==> src/design/pmrc_pkg.sv <==
// How it works
// - idle bit write halts cpu, enters idle
// - idle keeps state, peripherals and clocks run
// - enabled interrupt ends idle, cpu resumes
// - idle wake resumes after setting instruction
// - reset ending idle restarts at vector
// - watchdog keeps counting in idle
// - stop bit write enters stop mode
// - stop halts cpu, oscillator, peripherals
// - only a reset ends stop mode
// - enabled missing clock detector resets stop
// - mode bits read zero, zero writes ignored
// - reset halts, reloads registers, disables peripherals
// - reset never touches data memory
// - reset forces port latches all ones
// - reset exit: pc cleared, slow oscillator
// - reset exit: watchdog on, longest interval
// - seven reset sources enter reset
// - supply monitor holds reset, 100 ms
// - power-on sets flag, others clear it
// - pin release holds reset 12 cycles
package pmrc_pkg;

    localparam int unsigned CLK_HZ           = 10_000_000;
    localparam int unsigned POR_TIMEOUT_MS   = 100;
    localparam int unsigned POR_TIMEOUT_CYC  = POR_TIMEOUT_MS * (CLK_HZ / 1000);
    localparam int unsigned PIN_HOLD_CYC     = 12;
    localparam int unsigned WDOG_CMD_WIN_CYC = 4;

    // register indices; byte address is four times the index
    localparam logic [7:0] PMC_IDX           = 8'h87;
    localparam logic [7:0] RCAUSE_IDX        = 8'hef;
    localparam logic [7:0] WDOG_IDX          = 8'hff;

    localparam logic [7:0] PMC_RESET         = 8'h00;
    localparam int unsigned PMC_IDLE_BIT     = 0;
    localparam int unsigned PMC_STOP_BIT     = 1;

    localparam int unsigned RC_PIN_BIT       = 0;
    localparam int unsigned RC_POR_BIT       = 1;
    localparam int unsigned RC_CLKMISS_BIT   = 2;
    localparam int unsigned RC_WDOG_BIT      = 3;
    localparam int unsigned RC_SW_BIT        = 4;
    localparam int unsigned RC_CMP_BIT       = 5;
    localparam int unsigned RC_CNV_BIT       = 6;

    localparam logic [7:0] WDOG_CMD_RELOAD   = 8'ha5;
    localparam logic [7:0] WDOG_CMD_DIS1     = 8'hde;
    localparam logic [7:0] WDOG_CMD_DIS2     = 8'had;
    localparam logic [7:0] WDOG_CMD_LOCK     = 8'hff;
    localparam int unsigned WDOG_STAT_BIT    = 4;
    localparam int unsigned WDOG_CFG_BIT     = 7;
    localparam logic [2:0] WDOG_INTV_RESET   = 3'h7;
    localparam int unsigned WDOG_CNT_W       = 21;

    // gray along reset -> run -> idle, stop adjacent to reset and idle, two bits from run
    typedef enum logic [1:0] {
        PMRC_RESET = 2'b00,
        PMRC_RUN   = 2'b01,
        PMRC_IDLE  = 2'b11,
        PMRC_STOP  = 2'b10
    } pmrc_mode_e;

    typedef struct packed {
        logic cnv;
        logic cmp;
        logic sw;
        logic wdog;
        logic clk_miss;
        logic por;
        logic pin;
    } pmrc_src_s;

endpackage

==> src/design/pmrc_top.sv <==
// Decided for this implementation: the Avalon-MM register port.
`timescale 1ns/1ps
module pmrc_top
    import pmrc_pkg::*;
#(
    parameter int unsigned POR_CYC = POR_TIMEOUT_CYC
) (
    input  wire logic        clk,
    input  wire logic        rst_n,
    input  wire logic [9:0]  avs_address,
    input  wire logic        avs_read,
    input  wire logic        avs_write,
    input  wire logic [31:0] avs_writedata,
    input  wire logic [3:0]  avs_byteenable,
    output logic [31:0]      avs_readdata,
    output logic             avs_waitrequest,
    input  wire logic        rst_pin_in,
    output logic             rst_pin_out,
    output logic             rst_pin_oe,
    input  wire logic        supply_above_thresh,
    input  wire logic        supply_monitor_enable_pin,
    input  wire logic        convert_start_input,
    input  wire logic        comparator0_out,
    input  wire logic        clk_miss_timeout,
    input  wire logic        irq_pending,
    input  wire logic        osc_stable,
    output logic             core_rst_n,
    output logic             cpu_halt,
    output logic             cpu_run_en,
    output logic             osc_stop,
    output logic             osc_lowest_sel,
    output logic             periph_clk_en,
    output logic             port_latch_set
);

    localparam int unsigned POR_W = $clog2(POR_CYC + 1);

    // ---------------- reset release ----------------
    logic [1:0] rsync_ff;
    logic       rst_sync_n;

    always_ff @(posedge clk or negedge rst_n) begin
        if (!rst_n) begin
            rsync_ff <= 2'b00;
        end else begin
            rsync_ff <= {rsync_ff[0], 1'b1};
        end
    end
    assign rst_sync_n = rsync_ff[1];

    // ---------------- pin synchronisers ----------------
    // a change counts only once stages two and three agree
    localparam int unsigned NSYNC = 6;
    logic [NSYNC-1:0] raw_in;
    logic [NSYNC-1:0] filt_ff;
    assign raw_in = {clk_miss_timeout, comparator0_out, convert_start_input,
                     supply_monitor_enable_pin, supply_above_thresh, rst_pin_in};

    for (genvar g = 0; g < NSYNC; g++) begin : g_sync
        logic [2:0] s_ff;
        always_ff @(posedge clk or negedge rst_sync_n) begin
            if (!rst_sync_n) begin
                s_ff    <= 3'h7;
                filt_ff[g] <= 1'b1;
            end else begin
                s_ff    <= {s_ff[1:0], raw_in[g]};
                if (s_ff[1] == s_ff[2]) begin
                    filt_ff[g] <= s_ff[2];
                end
            end
        end
    end

    logic pin_low, supply_ok, mon_en, cnv_low, cmp_low, clk_miss_fire;
    assign pin_low   = ~filt_ff[0];
    assign supply_ok = filt_ff[1];
    assign mon_en    = filt_ff[2];
    assign cnv_low   = ~filt_ff[3];
    assign cmp_low   = ~filt_ff[4];
    assign clk_miss_fire = filt_ff[5];

    // ---------------- bus slave ----------------
    logic       ack_ff;
    logic       wr_acc;
    logic       rd_acc;
    logic [7:0] idx;
    logic [7:0] wbyte;

    assign idx             = avs_address[9:2];
    assign wbyte           = avs_writedata[7:0];
    assign avs_waitrequest = (avs_read | avs_write) & ~ack_ff;
    assign wr_acc          = avs_write & ack_ff & avs_byteenable[0];
    assign rd_acc          = avs_read & ack_ff;

    always_ff @(posedge clk or negedge rst_sync_n) begin
        if (!rst_sync_n) begin
            ack_ff <= 1'b0;
        end else begin
            ack_ff <= (avs_read | avs_write) & ~ack_ff;
        end
    end

    // ---------------- state declarations ----------------
    pmrc_mode_e           mode_ff;
    pmrc_mode_e           nxt_mode;
    logic                 por_active_ff;
    logic [POR_W-1:0]     por_cnt_ff;
    logic [3:0]           hold_cnt_ff;
    logic                 in_rst_ff;
    pmrc_src_s            flags_ff;
    pmrc_src_s            cause_ff;
    pmrc_src_s            src;
    logic                 cnv_en_ff;
    logic                 cmp_en_ff;
    logic                 clk_miss_en_ff;
    logic                 sw_req_ff;
    logic                 wdog_en_ff;
    logic                 wdog_lock_ff;
    logic [2:0]           wdog_intv_ff;
    logic [WDOG_CNT_W-1:0] wdog_cnt_ff;
    logic [2:0]           dis_win_ff;
    logic                 wdog_fire;
    logic                 any_src;
    logic                 rst_now;

    // ---------------- power-on / supply monitor ----------------
    // power-fail restarts the same timeout as power-up
    always_ff @(posedge clk or negedge rst_sync_n) begin
        if (!rst_sync_n) begin
            por_active_ff <= 1'b1;
            por_cnt_ff    <= '0;
        end else if (mon_en && !supply_ok) begin
            por_active_ff <= 1'b1;
            por_cnt_ff    <= '0;
        end else if (por_active_ff) begin
            if (!mon_en || por_cnt_ff == POR_W'(POR_CYC - 1)) begin
                por_active_ff <= 1'b0;
            end else begin
                por_cnt_ff <= por_cnt_ff + 1'b1;
            end
        end
    end

    // pin driven low only for monitor resets
    assign rst_pin_out = 1'b0;
    assign rst_pin_oe  = por_active_ff;

    // ---------------- source merge ----------------
    assign src.pin = pin_low & ~por_active_ff;
    assign src.por = por_active_ff;
    assign src.clk_miss = clk_miss_en_ff & clk_miss_fire;
    assign src.wdog     = wdog_fire;
    assign src.sw  = sw_req_ff;
    assign src.cmp = cmp_en_ff & cmp_low;
    assign src.cnv = cnv_en_ff & cnv_low;
    assign any_src = |src;

    // reset asserts combinationally, leaves on a clock edge
    assign rst_now    = any_src | in_rst_ff;
    assign core_rst_n = ~rst_now;

    always_ff @(posedge clk or negedge rst_sync_n) begin
        if (!rst_sync_n) begin
            in_rst_ff   <= 1'b1;
            hold_cnt_ff <= 4'h0;
            cause_ff    <= '0;
        end else if (any_src) begin
            in_rst_ff   <= 1'b1;
            hold_cnt_ff <= 4'(PIN_HOLD_CYC - 1);
            // gather causes: the monitor's own pin drive echoes back late
            cause_ff    <= in_rst_ff ? pmrc_src_s'(cause_ff | src) : src;
        end else if (in_rst_ff) begin
            if (hold_cnt_ff == 4'h0) begin
                in_rst_ff <= 1'b0;
            end else begin
                hold_cnt_ff <= hold_cnt_ff - 1'b1;
            end
        end
    end

    // ---------------- cause flags ----------------
    // only rst_n resets them; each reset exit loads that reset's causes
    always_ff @(posedge clk or negedge rst_sync_n) begin
        if (!rst_sync_n) begin
            flags_ff <= '0;
        end else if (in_rst_ff && !any_src && hold_cnt_ff == 4'h0) begin
            flags_ff <= cause_ff;
            if (!cause_ff.por) begin
                flags_ff.por <= 1'b0;
            end
        end
    end

    // ---------------- mode machine ----------------
    always_comb begin
        nxt_mode = mode_ff;
        case (mode_ff)
            PMRC_RESET: begin
                if (!rst_now && osc_stable) nxt_mode = PMRC_RUN;
            end
            PMRC_RUN: begin
                if (wr_acc && idx == PMC_IDX && wbyte[PMC_STOP_BIT]) begin
                    nxt_mode = PMRC_STOP;
                end else if (wr_acc && idx == PMC_IDX && wbyte[PMC_IDLE_BIT]) begin
                    nxt_mode = PMRC_IDLE;
                end
            end
            PMRC_IDLE: begin
                if (irq_pending) nxt_mode = PMRC_RUN;
            end
            PMRC_STOP: begin
                nxt_mode = PMRC_STOP;
            end
            default: nxt_mode = PMRC_RESET;
        endcase
        if (rst_now) nxt_mode = PMRC_RESET;
    end

    always_ff @(posedge clk or negedge rst_sync_n) begin
        if (!rst_sync_n) begin
            mode_ff <= PMRC_RESET;
        end else begin
            mode_ff <= nxt_mode;
        end
    end

    // no memory clear anywhere: data memory survives resets
    assign cpu_halt       = (mode_ff != PMRC_RUN);
    assign cpu_run_en     = (mode_ff == PMRC_RUN);
    assign osc_stop       = (mode_ff == PMRC_STOP);
    assign periph_clk_en  = (mode_ff != PMRC_STOP) && !rst_now;
    assign port_latch_set = rst_now;
    assign osc_lowest_sel = (mode_ff == PMRC_RESET);

    // ---------------- reset-cause enables ----------------
    // enables are ordinary registers, cleared by any reset
    always_ff @(posedge clk or negedge rst_sync_n) begin
        if (!rst_sync_n) begin
            cnv_en_ff <= 1'b0;
            cmp_en_ff <= 1'b0;
            clk_miss_en_ff <= 1'b0;
            sw_req_ff <= 1'b0;
        end else if (rst_now) begin
            cnv_en_ff <= 1'b0;
            cmp_en_ff <= 1'b0;
            clk_miss_en_ff <= 1'b0;
            sw_req_ff <= 1'b0;
        end else if (wr_acc && idx == RCAUSE_IDX) begin
            cnv_en_ff <= wbyte[RC_CNV_BIT];
            cmp_en_ff <= wbyte[RC_CMP_BIT];
            clk_miss_en_ff <= wbyte[RC_CLKMISS_BIT];
            sw_req_ff <= wbyte[RC_SW_BIT];
        end
    end

    // ---------------- watchdog ----------------
    logic [WDOG_CNT_W-1:0] wdog_limit;
    logic                  wdog_running;
    logic                  wdog_wr;
    assign wdog_limit   = WDOG_CNT_W'((1 << (6 + 2 * wdog_intv_ff)) - 1);
    assign wdog_running = wdog_en_ff && (mode_ff == PMRC_RUN || mode_ff == PMRC_IDLE);
    assign wdog_fire    = wdog_running && (wdog_cnt_ff == wdog_limit);
    assign wdog_wr      = wr_acc && idx == WDOG_IDX;

    always_ff @(posedge clk or negedge rst_sync_n) begin
        if (!rst_sync_n) begin
            wdog_en_ff   <= 1'b1;
            wdog_lock_ff <= 1'b0;
            wdog_intv_ff <= WDOG_INTV_RESET;
            wdog_cnt_ff  <= '0;
            dis_win_ff   <= 3'h0;
        end else if (rst_now) begin
            wdog_en_ff   <= 1'b1;
            wdog_lock_ff <= 1'b0;
            wdog_intv_ff <= WDOG_INTV_RESET;
            wdog_cnt_ff  <= '0;
            dis_win_ff   <= 3'h0;
        end else begin
            if (dis_win_ff != 3'h0) begin
                dis_win_ff <= dis_win_ff - 1'b1;
            end
            if (wdog_running) begin
                wdog_cnt_ff <= wdog_cnt_ff + 1'b1;
            end
            if (wdog_wr) begin
                if (wbyte == WDOG_CMD_RELOAD) begin
                    wdog_en_ff  <= 1'b1;
                    wdog_cnt_ff <= '0;
                end else if (wbyte == WDOG_CMD_DIS1) begin
                    dis_win_ff <= 3'(WDOG_CMD_WIN_CYC);
                end else if (wbyte == WDOG_CMD_DIS2) begin
                    // second half late or locked: ignored
                    if (dis_win_ff != 3'h0 && !wdog_lock_ff) begin
                        wdog_en_ff <= 1'b0;
                    end
                end else if (wbyte == WDOG_CMD_LOCK) begin
                    wdog_lock_ff <= 1'b1;
                end else if (!wbyte[WDOG_CFG_BIT]) begin
                    wdog_intv_ff <= wbyte[2:0];
                end
            end
        end
    end

    // ---------------- read data ----------------
    logic [7:0] rd_byte;
    always_comb begin
        rd_byte = 8'h00;
        case (idx)
            PMC_IDX:    rd_byte = PMC_RESET;
            RCAUSE_IDX: rd_byte = {1'b0, flags_ff};
            WDOG_IDX:   rd_byte = {3'h0, wdog_en_ff, 1'b0, wdog_intv_ff};
            default:    rd_byte = 8'h00;
        endcase
    end

    always_ff @(posedge clk or negedge rst_sync_n) begin
        if (!rst_sync_n) begin
            avs_readdata <= 32'h0000_0000;
        end else if (avs_read && !ack_ff) begin
            avs_readdata <= {24'h00_0000, rd_byte};
        end
    end

    // ---------------- assertions ----------------
    property p_idle_entry;
        @(posedge clk) disable iff (!rst_sync_n)
        (mode_ff == PMRC_RUN && !rst_now && wr_acc && idx == PMC_IDX
         && wbyte[PMC_IDLE_BIT] && !wbyte[PMC_STOP_BIT]) |=> (mode_ff == PMRC_IDLE);
    endproperty
    a_idle_entry: assert property (p_idle_entry) else $error("idle not entered");

    property p_stop_entry;
        @(posedge clk) disable iff (!rst_sync_n)
        (mode_ff == PMRC_RUN && !rst_now && wr_acc && idx == PMC_IDX
         && wbyte[PMC_STOP_BIT]) |=> (mode_ff == PMRC_STOP && osc_stop && cpu_halt);
    endproperty
    a_stop_entry: assert property (p_stop_entry) else $error("stop not entered");

    property p_idle_wake;
        @(posedge clk) disable iff (!rst_sync_n)
        (mode_ff == PMRC_IDLE && irq_pending && !rst_now) |=> cpu_run_en;
    endproperty
    a_idle_wake: assert property (p_idle_wake) else $error("idle not woken");

    property p_stop_hold;
        @(posedge clk) disable iff (!rst_sync_n)
        (mode_ff == PMRC_STOP && !rst_now) |=> (mode_ff == PMRC_STOP);
    endproperty
    a_stop_hold: assert property (p_stop_hold) else $error("stop left without reset");

    property p_mode_reads_zero;
        @(posedge clk) disable iff (!rst_sync_n)
        (rd_acc && idx == PMC_IDX) |-> (avs_readdata[1:0] == 2'b00);
    endproperty
    a_mode_reads_zero: assert property (p_mode_reads_zero) else $error("mode bits read");

    property p_pin_hold;
        @(posedge clk) disable iff (!rst_sync_n)
        ($fell(any_src) && !por_active_ff) |-> (!core_rst_n)[*8] ##1 (!core_rst_n)[*4];
    endproperty
    a_pin_hold: assert property (p_pin_hold) else $error("reset released early");

    property p_rst_immediate;
        @(posedge clk) disable iff (!rst_sync_n)
        any_src |-> (!core_rst_n && port_latch_set);
    endproperty
    a_rst_immediate: assert property (p_rst_immediate) else $error("reset late");

    property p_wdog_reset_state;
        @(posedge clk) disable iff (!rst_sync_n)
        $rose(core_rst_n) |-> (wdog_en_ff && wdog_intv_ff == WDOG_INTV_RESET);
    endproperty
    a_wdog_reset_state: assert property (p_wdog_reset_state) else $error("watchdog default");

    property p_wdog_idle;
        @(posedge clk) disable iff (!rst_sync_n)
        (mode_ff == PMRC_IDLE && wdog_en_ff && !rst_now && !wdog_wr)
        |=> (wdog_cnt_ff == $past(wdog_cnt_ff) + 1'b1) || !core_rst_n;
    endproperty
    a_wdog_idle: assert property (p_wdog_idle) else $error("watchdog stalled in idle");

    property p_por_pin;
        @(posedge clk) disable iff (!rst_sync_n)
        por_active_ff |-> (rst_pin_oe && !rst_pin_out && !core_rst_n);
    endproperty
    a_por_pin: assert property (p_por_pin) else $error("monitor not holding pin");

    property p_por_flag;
        @(posedge clk) disable iff (!rst_sync_n)
        ($rose(core_rst_n) && !cause_ff.por) |-> !flags_ff.por;
    endproperty
    a_por_flag: assert property (p_por_flag) else $error("power flag kept");

    property p_clk_miss_stop;
        @(posedge clk) disable iff (!rst_sync_n)
        (mode_ff == PMRC_STOP && clk_miss_en_ff && clk_miss_fire) |=> (mode_ff == PMRC_RESET);
    endproperty
    a_clk_miss_stop: assert property (p_clk_miss_stop) else $error("detector did not end stop");

endmodule // pmrc_top

==> config.mk <==
export PLATFORM = sky130hd
export DESIGN_NAME = pmrc_top
export DESIGN_NICKNAME = d
export VERILOG_FILES = /design/src/design/pmrc_pkg.sv /design/src/design/pmrc_top.sv
export SDC_FILE = /design/constraint.sdc
export NUM_CORES = 1
export LEC_CHECK = 0
export BUFFER_PORTS_ARGS = -buffer_cell sky130_fd_sc_hd__buf_4
export CORE_UTILIZATION = 40
export CTS_BUF_LIST = sky130_fd_sc_hd__clkbuf_4
export DETAILED_ROUTE_END_ITERATION = 6
export GPL_TIMING_DRIVEN = 0
export PLACE_DENSITY_LB_ADDON = 0.12
export SLEW_MARGIN = 0
export SYNTH_ARGS = -nofsm -noshare
export SYNTH_HDL_FRONTEND = slang
export SYNTH_SLANG_ARGS = --single-unit
==> constraint.sdc <==
create_clock -name clk -period 4.4 [get_ports clk]
set_clock_uncertainty 0.2 [all_clocks]
set_input_delay 0.44 -clock clk [delete_from_list [all_inputs] [get_ports clk]]
set_output_delay 0.44 -clock clk [all_outputs]
set_load 0.02 [all_outputs]
**Word level (Yosys, flattened, before mapping)**

Cells that the tools add are included.

- Flip-flop bits (word level): 110
- Bits in latches: 0
- RAM bits: 0
- Memory bits (read-only): 0
- Bits of input ports: 58
- Output and inout port bits: 42
- Memories kept: 0

- $add $sub $neg: 6
- $mul: 0
- Divide/modulo/power cells: 0
- Magnitude comparators: 0
- Equal/unequal tests: 31
- Shift operators: 1
- Multiplexer cells: 57
- Bitwise gates (word level): 16
- Reduce and logical (&&, ||, !) cells: 39

Operators with widths:

| kind | count |
|---|---|
| $mux W21 | 4 |
| $mux W20 | 3 |
| $eq A8 B8 Y1 const B | 7 |
| $mux W3 | 12 |
| $mux W1 | 27 |
| $add A21 B1 Y21 const B | 1 |
| $eq A21 B21 Y1 | 1 |
| $shl A1 B5 Y21 const A | 1 |
| $sub A21 B2 Y21 const B | 1 |
| $add A20 B1 Y20 const B | 1 |
| $eq A20 B20 Y1 const B | 1 |
| $logic_and A1 B1 Y1 | 14 |
| $ne A2 B2 Y1 const B | 7 |
| $pmux W7 S2 | 1 |
| $mux W4 | 3 |
| $mux W2 | 5 |
| $reduce_bool A2 Y1 | 5 |
| $reduce_bool A3 Y1 | 3 |
| $pmux W2 S4 | 1 |
| $and A1 B1 Y1 | 7 |
| $mux W7 | 1 |
| $or A7 B7 Y7 | 1 |
| $reduce_or A7 Y1 | 1 |
| $eq A1 B1 Y1 | 6 |
| 20 further kinds | 36 |

**Logic depth before layout (Yosys ltp)**

Gate-level depths: netlist of run 1.

- Depth after elaboration: 12
- Gate-level depth with buffers: 9

**Least setup slack after synthesis of run 1**

Ideal clock, no wire load.

- Kind: flip-flop to output port
- From: register wdog_intv_ff[2]
- To: output port core_rst_n
- Data arrival time: 1.977 ns
- Data required time: 3.760 ns
- Slack: 1.783 ns
- Stages on the path, launching flop included: 10
- Cell sequence: dfstp_2 > buf_2 > o21ai_0 > o21ai_0 > nand4b_1 > or4_1 > buf_6 > nand3b_4 > buf_6 > inv_1

- Word-level cells in the longest chain between the ends: 8

Ends and longest elaborated chain:

| element | line | RTL |
|---|---|---|
| start: declaration | pmrc_top.sv:119 | `logic [2:0] wdog_intv_ff;` |
| start signal: assignment | pmrc_top.sv:299 | `wdog_intv_ff <= wbyte[2:0];` |
| $add A3 B4 Y5 | pmrc_top.sv:260 | `assign wdog_limit = WDOG_CNT_W'((1 << (6 + 2 * wdog_intv_ff)) - 1);` |
| $shl A1 B5 Y21 | pmrc_top.sv:260 |  |
| $sub A21 B2 Y21 | pmrc_top.sv:260 |  |
| $eq A21 B21 Y1 | pmrc_top.sv:262 | `assign wdog_fire = wdog_running && (wdog_cnt_ff == wdog_limit);` |
| $logic_and A1 B1 Y1 | pmrc_top.sv:262 |  |
| $reduce_or A7 Y1 | pmrc_top.sv:156 | `assign any_src = \|src;` |
| $or A1 B1 Y1 | pmrc_top.sv:159 | `assign rst_now = any_src \| in_rst_ff;` |
| via port_latch_set | pmrc_top.sv:33 | `output logic port_latch_set` |
| $not A1 Y1 | pmrc_top.sv:160 | `assign core_rst_n = ~rst_now;` |
| end: declaration | pmrc_top.sv:27 | `output logic core_rst_n,` |

The timed path passes the listed nets, and every way through them passes these cells.

**Worst setup path after layout of run 1**

- From: register wdog_en_ff
- To: output port periph_clk_en

- Word-level cells in the longest chain between the ends: 6

Ends and longest elaborated chain:

| element | line | RTL |
|---|---|---|
| start: declaration | pmrc_top.sv:117 | `logic wdog_en_ff;` |
| start signal: assignment | pmrc_top.sv:267 | `wdog_en_ff <= 1'b1;` |
| start signal: assignment | pmrc_top.sv:273 | `wdog_en_ff <= 1'b1;` |
| start signal: assignment | pmrc_top.sv:287 | `wdog_en_ff <= 1'b1;` |
| $logic_and A1 B1 Y1 | pmrc_top.sv:261 | `assign wdog_running = wdog_en_ff && (mode_ff == PMRC_RUN \|\| mode_ff == PMRC_IDLE);` |
| $logic_and A1 B1 Y1 | pmrc_top.sv:262 |  |
| $reduce_or A7 Y1 | pmrc_top.sv:156 |  |
| $or A1 B1 Y1 | pmrc_top.sv:159 |  |
| $logic_not A1 Y1 | pmrc_top.sv:231 | `assign periph_clk_en = (mode_ff != PMRC_STOP) && !rst_now;` |
| $logic_and A1 B1 Y1 | pmrc_top.sv:231 |  |
| end: declaration | pmrc_top.sv:32 | `output logic periph_clk_en,` |

No other way between the ends.

==> results.py, run 1 <==
metrics = {
    "sta": {
        "relSlewSlack": 0.3763,
        "timing.final.crit_period_ns": 3.508,
        "tightest_slew_ns": 0.9269,
        "rsz0062_at_grt": "no",
        "fin_ws_ns": 0.8921,
        "hold_viol_final": 0,
        "fmax_mhz": 285.1,
        "fin_crit_sh": 0.7973,
        "slew_viol_final": 0,
        "whs_ns": 0.02632,
        "finalSetupViolCount": 0,
    },
    "run_status": {
        "outcome": "complete, no violations",
    },
    "placement": {
        "place_area_um2": 5917,
        "place_ws_ns": 1.380,
        "io_buffers": 44,
        "hpwl_um": 7268,
        "gp_congestion": 0.8183,
    },
    "worst_setup_path": {
        "worstPathArrival_ns": 2.87,
        "cp_num_cells": 9,
        "crit_start": "wdog_en_ff",
        "slowest_delay_ns": 0.63,
        "crit_fanout": 10,
        "r2r_start": "wdog_en_ff",
        "cp-start-kind": "flop",
        "cpMaxStageDelayCell": "dfstp_2",
        "critPathBufInv": 3,
        "worstPathCellList": "nand2_1 -> nor4b_1 -> nand3_1 -> or4_1 -> buf_6 -> nand3b_4 -> buf_6 -> nor2_1 -> buf_4",
        "worst_ep_required_time_ns": 3.76,
        "critPathKind": "reg2out",
        "critPathMostFrequentCell": "buf_6",
        "end_kind": "output port",
        "reg2reg_depth": 7,
        "crit_family": "simple AND/OR/NAND/NOR gates",
    },
    "pwr": {
        "pwr-share-seq": 0.616,
        "clock_power_share": 0.288,
        "p_int_uw": 1261,
        "p_comb_frac": 0.096,
        "power_uw": 1754,
        "peakVddDrop_v": 0.0001854,
        "p_leak_uw": 0.002706,
        "p_switching_uw": 492.9,
        "p_per_area_nw_per_um2": 285.2,
        "switching_share": 0.2810,
    },
    "die": {
        "start_util": 0.4124,
        "rows": 41,
        "dieArea_um2": 13580,
        "io_pins": 100,
        "fp.coreArea_um2": 12720,
        "die_h_um": 116.5,
        "chipWidth_um": 116.5,
    },
    "global_route": {
        "grt_util_all_layers": 0.1660,
        "grt_pass1_vias": 3590,
        "grt_max_degree": 57,
        "grt-ovfl-total": 0,
        "antenna_found_initial": 1,
        "grt_pass1_wl_um": 17220,
    },
    "logic_synthesis": {
        "syn_area_um2": 5246,
        "synthTopCellsByArea": "dfrtp_1 38%, dfstp_2 15%, nor2_1 4.5%, xnor2_1 3.8%, buf_4 3.7%",
        "synth_cell_types": 57,
        "syn-instance-count": 505,
        "ys_ff_latch": 109,
        "synth_commonest_cells": "79 x dfrtp_1, 63 x nor2_1, 47 x nand2_1",
        "synth_top_area_cell": "dfrtp_1",
        "synth_top_area_frac": 0.3768,
        "avgSynthCellArea_um2": 10.39,
        "synth_edf_count": 0,
        "async_flop_share": 1.000,
        "synth.most_common_cell": "dfrtp_1",
        "synthFlopType": "dfrtp_1",
        "ys_seq_area_frac": 0.5271,
        "ys_warn_count": 0,
    },
    "min_path": {
        "min_path_type": "in2reg",
        "hold_depth": 3,
        "min-delay-start": "avs_read",
    },
    "cells_and_area": {
        "fin_area_um2": 6151,
        "drive_gt1_frac": 0.2383,
        "synthToLayoutAreaGrowth_pct": 17.24,
        "nNetsFinal": 664,
    },
    "flow_run": {
        "max-cap-violations": 0,
    },
    "clock_network": {
        "clock_latency_ns": 0.48,
        "cts_tree": "yes",
        "h-tree-depth": 3,
        "cts_root_buf": "clkbuf_4",
        "cts_sinks": 109,
        "numCtsBuffers": 9,
        "clk_pin_slew_ns": 0.18,
        "post_cts_resized": 0,
        "cts_max_path_buffers": 2,
    },
    "routing": {
        "drc": 0,
        "vias": 3568,
        "drt_iter0_drc": 184,
        "wl_per_cell_um": 12.87,
        "drtPass1Iterations": 4,
        "drt-total-wl_um": 9958,
        "routed_via_density": 4.610,
        "antenna_left": 0,
    },
}
==> final cells by class <==
class	count	area, µm²
clock buffer	9	67.56
fill	1201	6571
buffer	36	271.5
tap	172	215.2
sequential	109	2769
timing repair buffer	54	447.9
clock inverter	7	71.32
multi-input combinational	355	2191
antenna	2	5.005
inverter	30	112.6
==> metal layers <==
| layer | part of all wire | global-route usage | vias to the layer above |
|---|---|---|---|
| met4 | 0.013 | 0.05385 | 0 |
| met1 | 0.48 | 0.2162 | 1668 |
| met2 | 0.47 | 0.2718 | 68 |
| met5 | 0 | 0 | - |
| met3 | 0.043 | 0.04048 | 9 |
| li1 | - | - | 1823 |
==> state kept, by name, indices dropped and copies added, names as in the netlist, 2 cells and up <==
name and count:
wdog_intv_ff 3, mode_ff 2, dis_win_ff 3, wdog_cnt_ff 21
cause_ff 7, flags_ff 7, g_sync.s_ff 18, por_cnt_ff 20
avs_readdata 7, hold_cnt_ff 4, rsync_ff 2, filt_ff 3
==> worst paths after layout <==
kind	endpoint	slack [ns]
worst max-delay path	periph_clk_en	0.89
worst min register to register	g_sync[3].s_ff[1]	0.17
worst max register to register	flags_ff[0]	1.83
max in group asynchronous	in_rst_ff	3.04
min in group asynchronous	cnv_en_ff	0.21
worst min-delay path	ack_ff	0.03
==> tightest hold or removal path, delay by kind of cell <==
family | cells | cell delay (ns)
buffers and inverters | 1 | 0.11
AND/OR/NAND/NOR | 2 | 0.14
==> what timing repair did <==
item / in CTS / in global routing
endpoints found under the setup margin: 0 / 0
buffers inserted: 0 / 0
hold endpoints to repair: 9 / 2
hold buffers: 8 / 1
==> cells in the final DEF (no fill, tap or decap), drive strengths merged, types with 9 or more instances in the layout <==
master | synthesis | routed
buf | 33 | 78
a21oi | 14 | 14
nand4 | 10 | 10
dfrtp | 79 | 79
inv | 30 | 35
xnor2 | 23 | 23
nor3 | 13 | 13
conb | 2 | 27
dfstp | 30 | 30
dlygate4sd3 | 0 | 9
nor2 | 63 | 63
clkbuf | 3 | 12
ha | 11 | 11
o21ai | 23 | 23
xor2 | 15 | 15
nand2 | 48 | 48
nand3 | 21 | 21
==> logic make-up (layout without fill, tap and decap cells) <==
kind of cell	after synthesis	in the layout	synth area share
AND/OR/NAND/NOR	202	202	0.1958
flip-flops	109	109	0.5271
buffers and inverters	66	136	0.07322
AO/OA/AOI/OAI	57	57	0.06774
XOR/XNOR	38	38	0.06344
adder cells (fa/ha/maj)	17	17	0.03768
multiplexers	14	14	0.03363
other	2	29	0.001431
==> power groups by stage <==
stage	clock, µW	sequential (µW)	combinational, µW
after floorplan	0	1100	106
after global placement	0	1110	148
after detailed placement	0	1100	163
after CTS	525	1080	169
after global routing	566	1090	192
final	505	1080	168
==> stage by stage <==
stage,utilization,setup TNS (ns),cells
final,0.4835,0,774
after global routing,0.4835,0,774
after CTS,0.4823,0,771
after detailed placement,0.4651,0,747
after global placement,0.4626,-17.02,746
after floorplan,-,0,530
(Power assumes the default switching activity.)
==> run 2: changes to the inputs <==
clock period = 2.93 ns   (was 4.4 ns; I/O delays follow)
==> run 2 against run 1 <==
  * Die area is the same
  * Clock power is 52% higher
  * First-iteration DRC count increased by 11%
  * Final cell count is 2.8% higher
  * Non-clock buffer count increased by 24
  * Cell area up 4.5%
  * Critical endpoint unchanged
  * Largest power group unchanged
==> results.py, run 2 (same netlist as run 1, synthesis figures left out) <==
metrics = {
    "die": {
        "chipWidth_um": 116.5,
        "fp.coreArea_um2": 12720,
        "io_pins": 100,
        "die_h_um": 116.5,
        "start_util": 0.4124,
        "dieArea_um2": 13580,
        "rows": 41,
    },
    "placement": {
        "hpwl_um": 7382,
        "io_buffers": 44,
        "gp_congestion": 0.8211,
        "place_ws_ns": 0.07315,
    },
    "sta": {
        "fin_ws_ns": 0.006392,
        "rsz0062_at_grt": "yes",
        "finalSetupViolCount": 0,
        "relSlewSlack": 0.3373,
        "whs_ns": 0.05088,
        "fmax_mhz": 342.0,
        "timing.final.crit_period_ns": 2.924,
        "hold_viol_final": 0,
        "slew_viol_final": 0,
        "tightest_slew_ns": 0.9850,
        "fin_crit_sh": 0.9978,
    },
    "min_path": {
        "hold_depth": 5,
        "min-delay-start": "avs_writedata[7]",
        "holdPathEnd": "wdog_en_ff",
        "min_path_type": "in2reg",
    },
    "routing": {
        "wl_per_cell_um": 13.37,
        "vias": 3780,
        "drt-total-wl_um": 10640,
        "routed_via_density": 4.749,
        "antenna_left": 0,
        "drc": 0,
        "drtPass1Iterations": 4,
        "drt_iter0_drc": 204,
    },
    "clock_network": {
        "numCtsBuffers": 9,
        "clock_latency_ns": 0.51,
        "cts_sinks": 109,
        "cts_tree": "yes",
        "h-tree-depth": 3,
        "cts_max_path_buffers": 2,
        "cts_root_buf": "clkbuf_4",
        "clk_pin_slew_ns": 0.17,
    },
    "pwr": {
        "p_leak_uw": 0.002834,
        "p_int_uw": 1904,
        "clock_power_share": 0.288,
        "p_switching_uw": 756.5,
        "p_per_area_nw_per_um2": 414.0,
        "power_uw": 2661,
        "peakVddDrop_v": 0.0003556,
        "switching_share": 0.2843,
        "pwr-share-seq": 0.610,
        "p_comb_frac": 0.102,
    },
    "worst_setup_path": {
        "r2r_start": "rst_pin_oe",
        "r2r_slack_ns": 0.43,
        "critPathMostFrequentCell": "buf_6",
        "critPathKind": "reg2out",
        "worstPathArrival_ns": 2.43,
        "slowest_delay_ns": 0.58,
        "end_kind": "output port",
        "timing.rr.end": "por_cnt_ff[14]",
        "critPathBufInv": 2,
        "cp-start-kind": "flop",
        "crit_fanout": 5,
        "reg2reg_depth": 5,
        "cpMaxStageDelayCell": "dfstp_2",
        "crit_family": "simple AND/OR/NAND/NOR gates",
        "worst_ep_required_time_ns": 2.44,
        "worstPathCellList": "buf_6 -> a21oi_2 -> o41a_1 -> or4_4 -> nand3b_4 -> nor2_4 -> buf_6",
    },
    "global_route": {
        "grt-ovfl-total": 0,
        "antenna_found_initial": 0,
        "grt_max_degree": 61,
        "grt_pass1_wl_um": 17890,
        "grt_pass1_vias": 3755,
        "grt_util_all_layers": 0.1748,
    },
    "cells_and_area": {
        "final_util": 0.5051,
        "synthToLayoutAreaGrowth_pct": 22.49,
        "largest_reg_flops": 21,
        "final_common_cell": "buf_4",
        "top_regs": "wdog_cnt_ff: 21 flops, por_cnt_ff: 20 flops, g_sync.s_ff: 18 flops",
        "final_cell_mix": "84 x buf_4, 76 x dfrtp_1, 62 x nor2_1",
        "largest-register": "wdog_cnt_ff",
        "nNetsFinal": 688,
        "nFillCells": 1175,
        "diodes": 0,
        "drive_gt1_frac": 0.2660,
    },
    "flow_run": {
        "max-cap-violations": 0,
    },
    "run_status": {
        "outcome": "complete, no violations",
    },
}
==> run 2: cell count changes in the layout (fill, tap and decap cells not counted), sizes merged <==
cell	change
inv	-1
bufbuf	+1
diode	-2
buf	+14
clkinv	+1
dlygate4sd3	+9
==> run 2: final cells by class <==
cell class / instances / area [µm²] / area share
Buffer: 33 / 244.0 / 0.03797
Multi-Input combinational cell: 355 / 2233 / 0.3475
Timing Repair Buffer: 81 / 703.2 / 0.1094
Tap cell: 172 / 215.2 / 0.03349
Clock buffer: 9 / 67.56 / 0.01051
Inverter: 30 / 115.1 / 0.01791
Clock inverter: 7 / 76.32 / 0.01188
Sequential cell: 109 / 2771 / 0.4313
==> run 2: worst max path at each step <==
stage,depth (start not counted),startpoint,to,slack (ns)
6_report,7,wdog_intv_ff[1],periph_clk_en,0.006
3_5_place_dp,9,wdog_en_ff,periph_clk_en,0.07
2_1_floorplan,9,wdog_intv_ff[2],core_rst_n,0.46
5_1_grt,7,wdog_intv_ff[1],periph_clk_en,-0.11
3_3_place_gp,9,wdog_en_ff,periph_clk_en,0.06
4_1_cts,8,wdog_en_ff,periph_clk_en,-0.1
==> run 2: timing repair <==
item / in CTS / in global routing
resized for setup: 14 / 4
endpoints found under the setup margin: 3 / 3
pin swaps: 6 / 3
setup buffers: 15 / 1
gates cloned: 2 / 0
hold buffers: 18 / 0
hold endpoints to repair: 27 / 0
==> run 2: worst register-to-register path, delay by kind of cell (launching register included) <==
| family | cells | cell delay, ns |
|---|---|---|
| simple gates | 4 | 1.43 |
| flops | 1 | 0.65 |
| compound gates | 1 | 0.16 |
==> run 2: power by group through the flow <==
stage                     Clock (µW)  Combinational [µW]  Sequential, µW
after CTS                        801                 273            1620
final                            767                 271            1620
after global routing             864                 305            1630
after global placement             0                 223            1660
after detailed placement           0                 250            1650
after floorplan                    0                 159            1650
==> run 2: routing by layer <==
metal  vias to the layer above  wire length, µm  GRT usage
li1                       1892                -          -
met1                      1813             4840     0.2114
met2                        64             5216     0.2986
met3                        11              425    0.04670
met4                         0              157    0.06410
met5                         -                0          0
==> run 2: per-stage QoR <==
stage	instances	setup TNS, ns	cell area, µm²
final	796	0	6426
after global routing	796	-0.3229	6426
after CTS	796	-0.2538	6421
after detailed placement	747	0	5917
after global placement	746	0	5887
after floorplan	530	0	5341
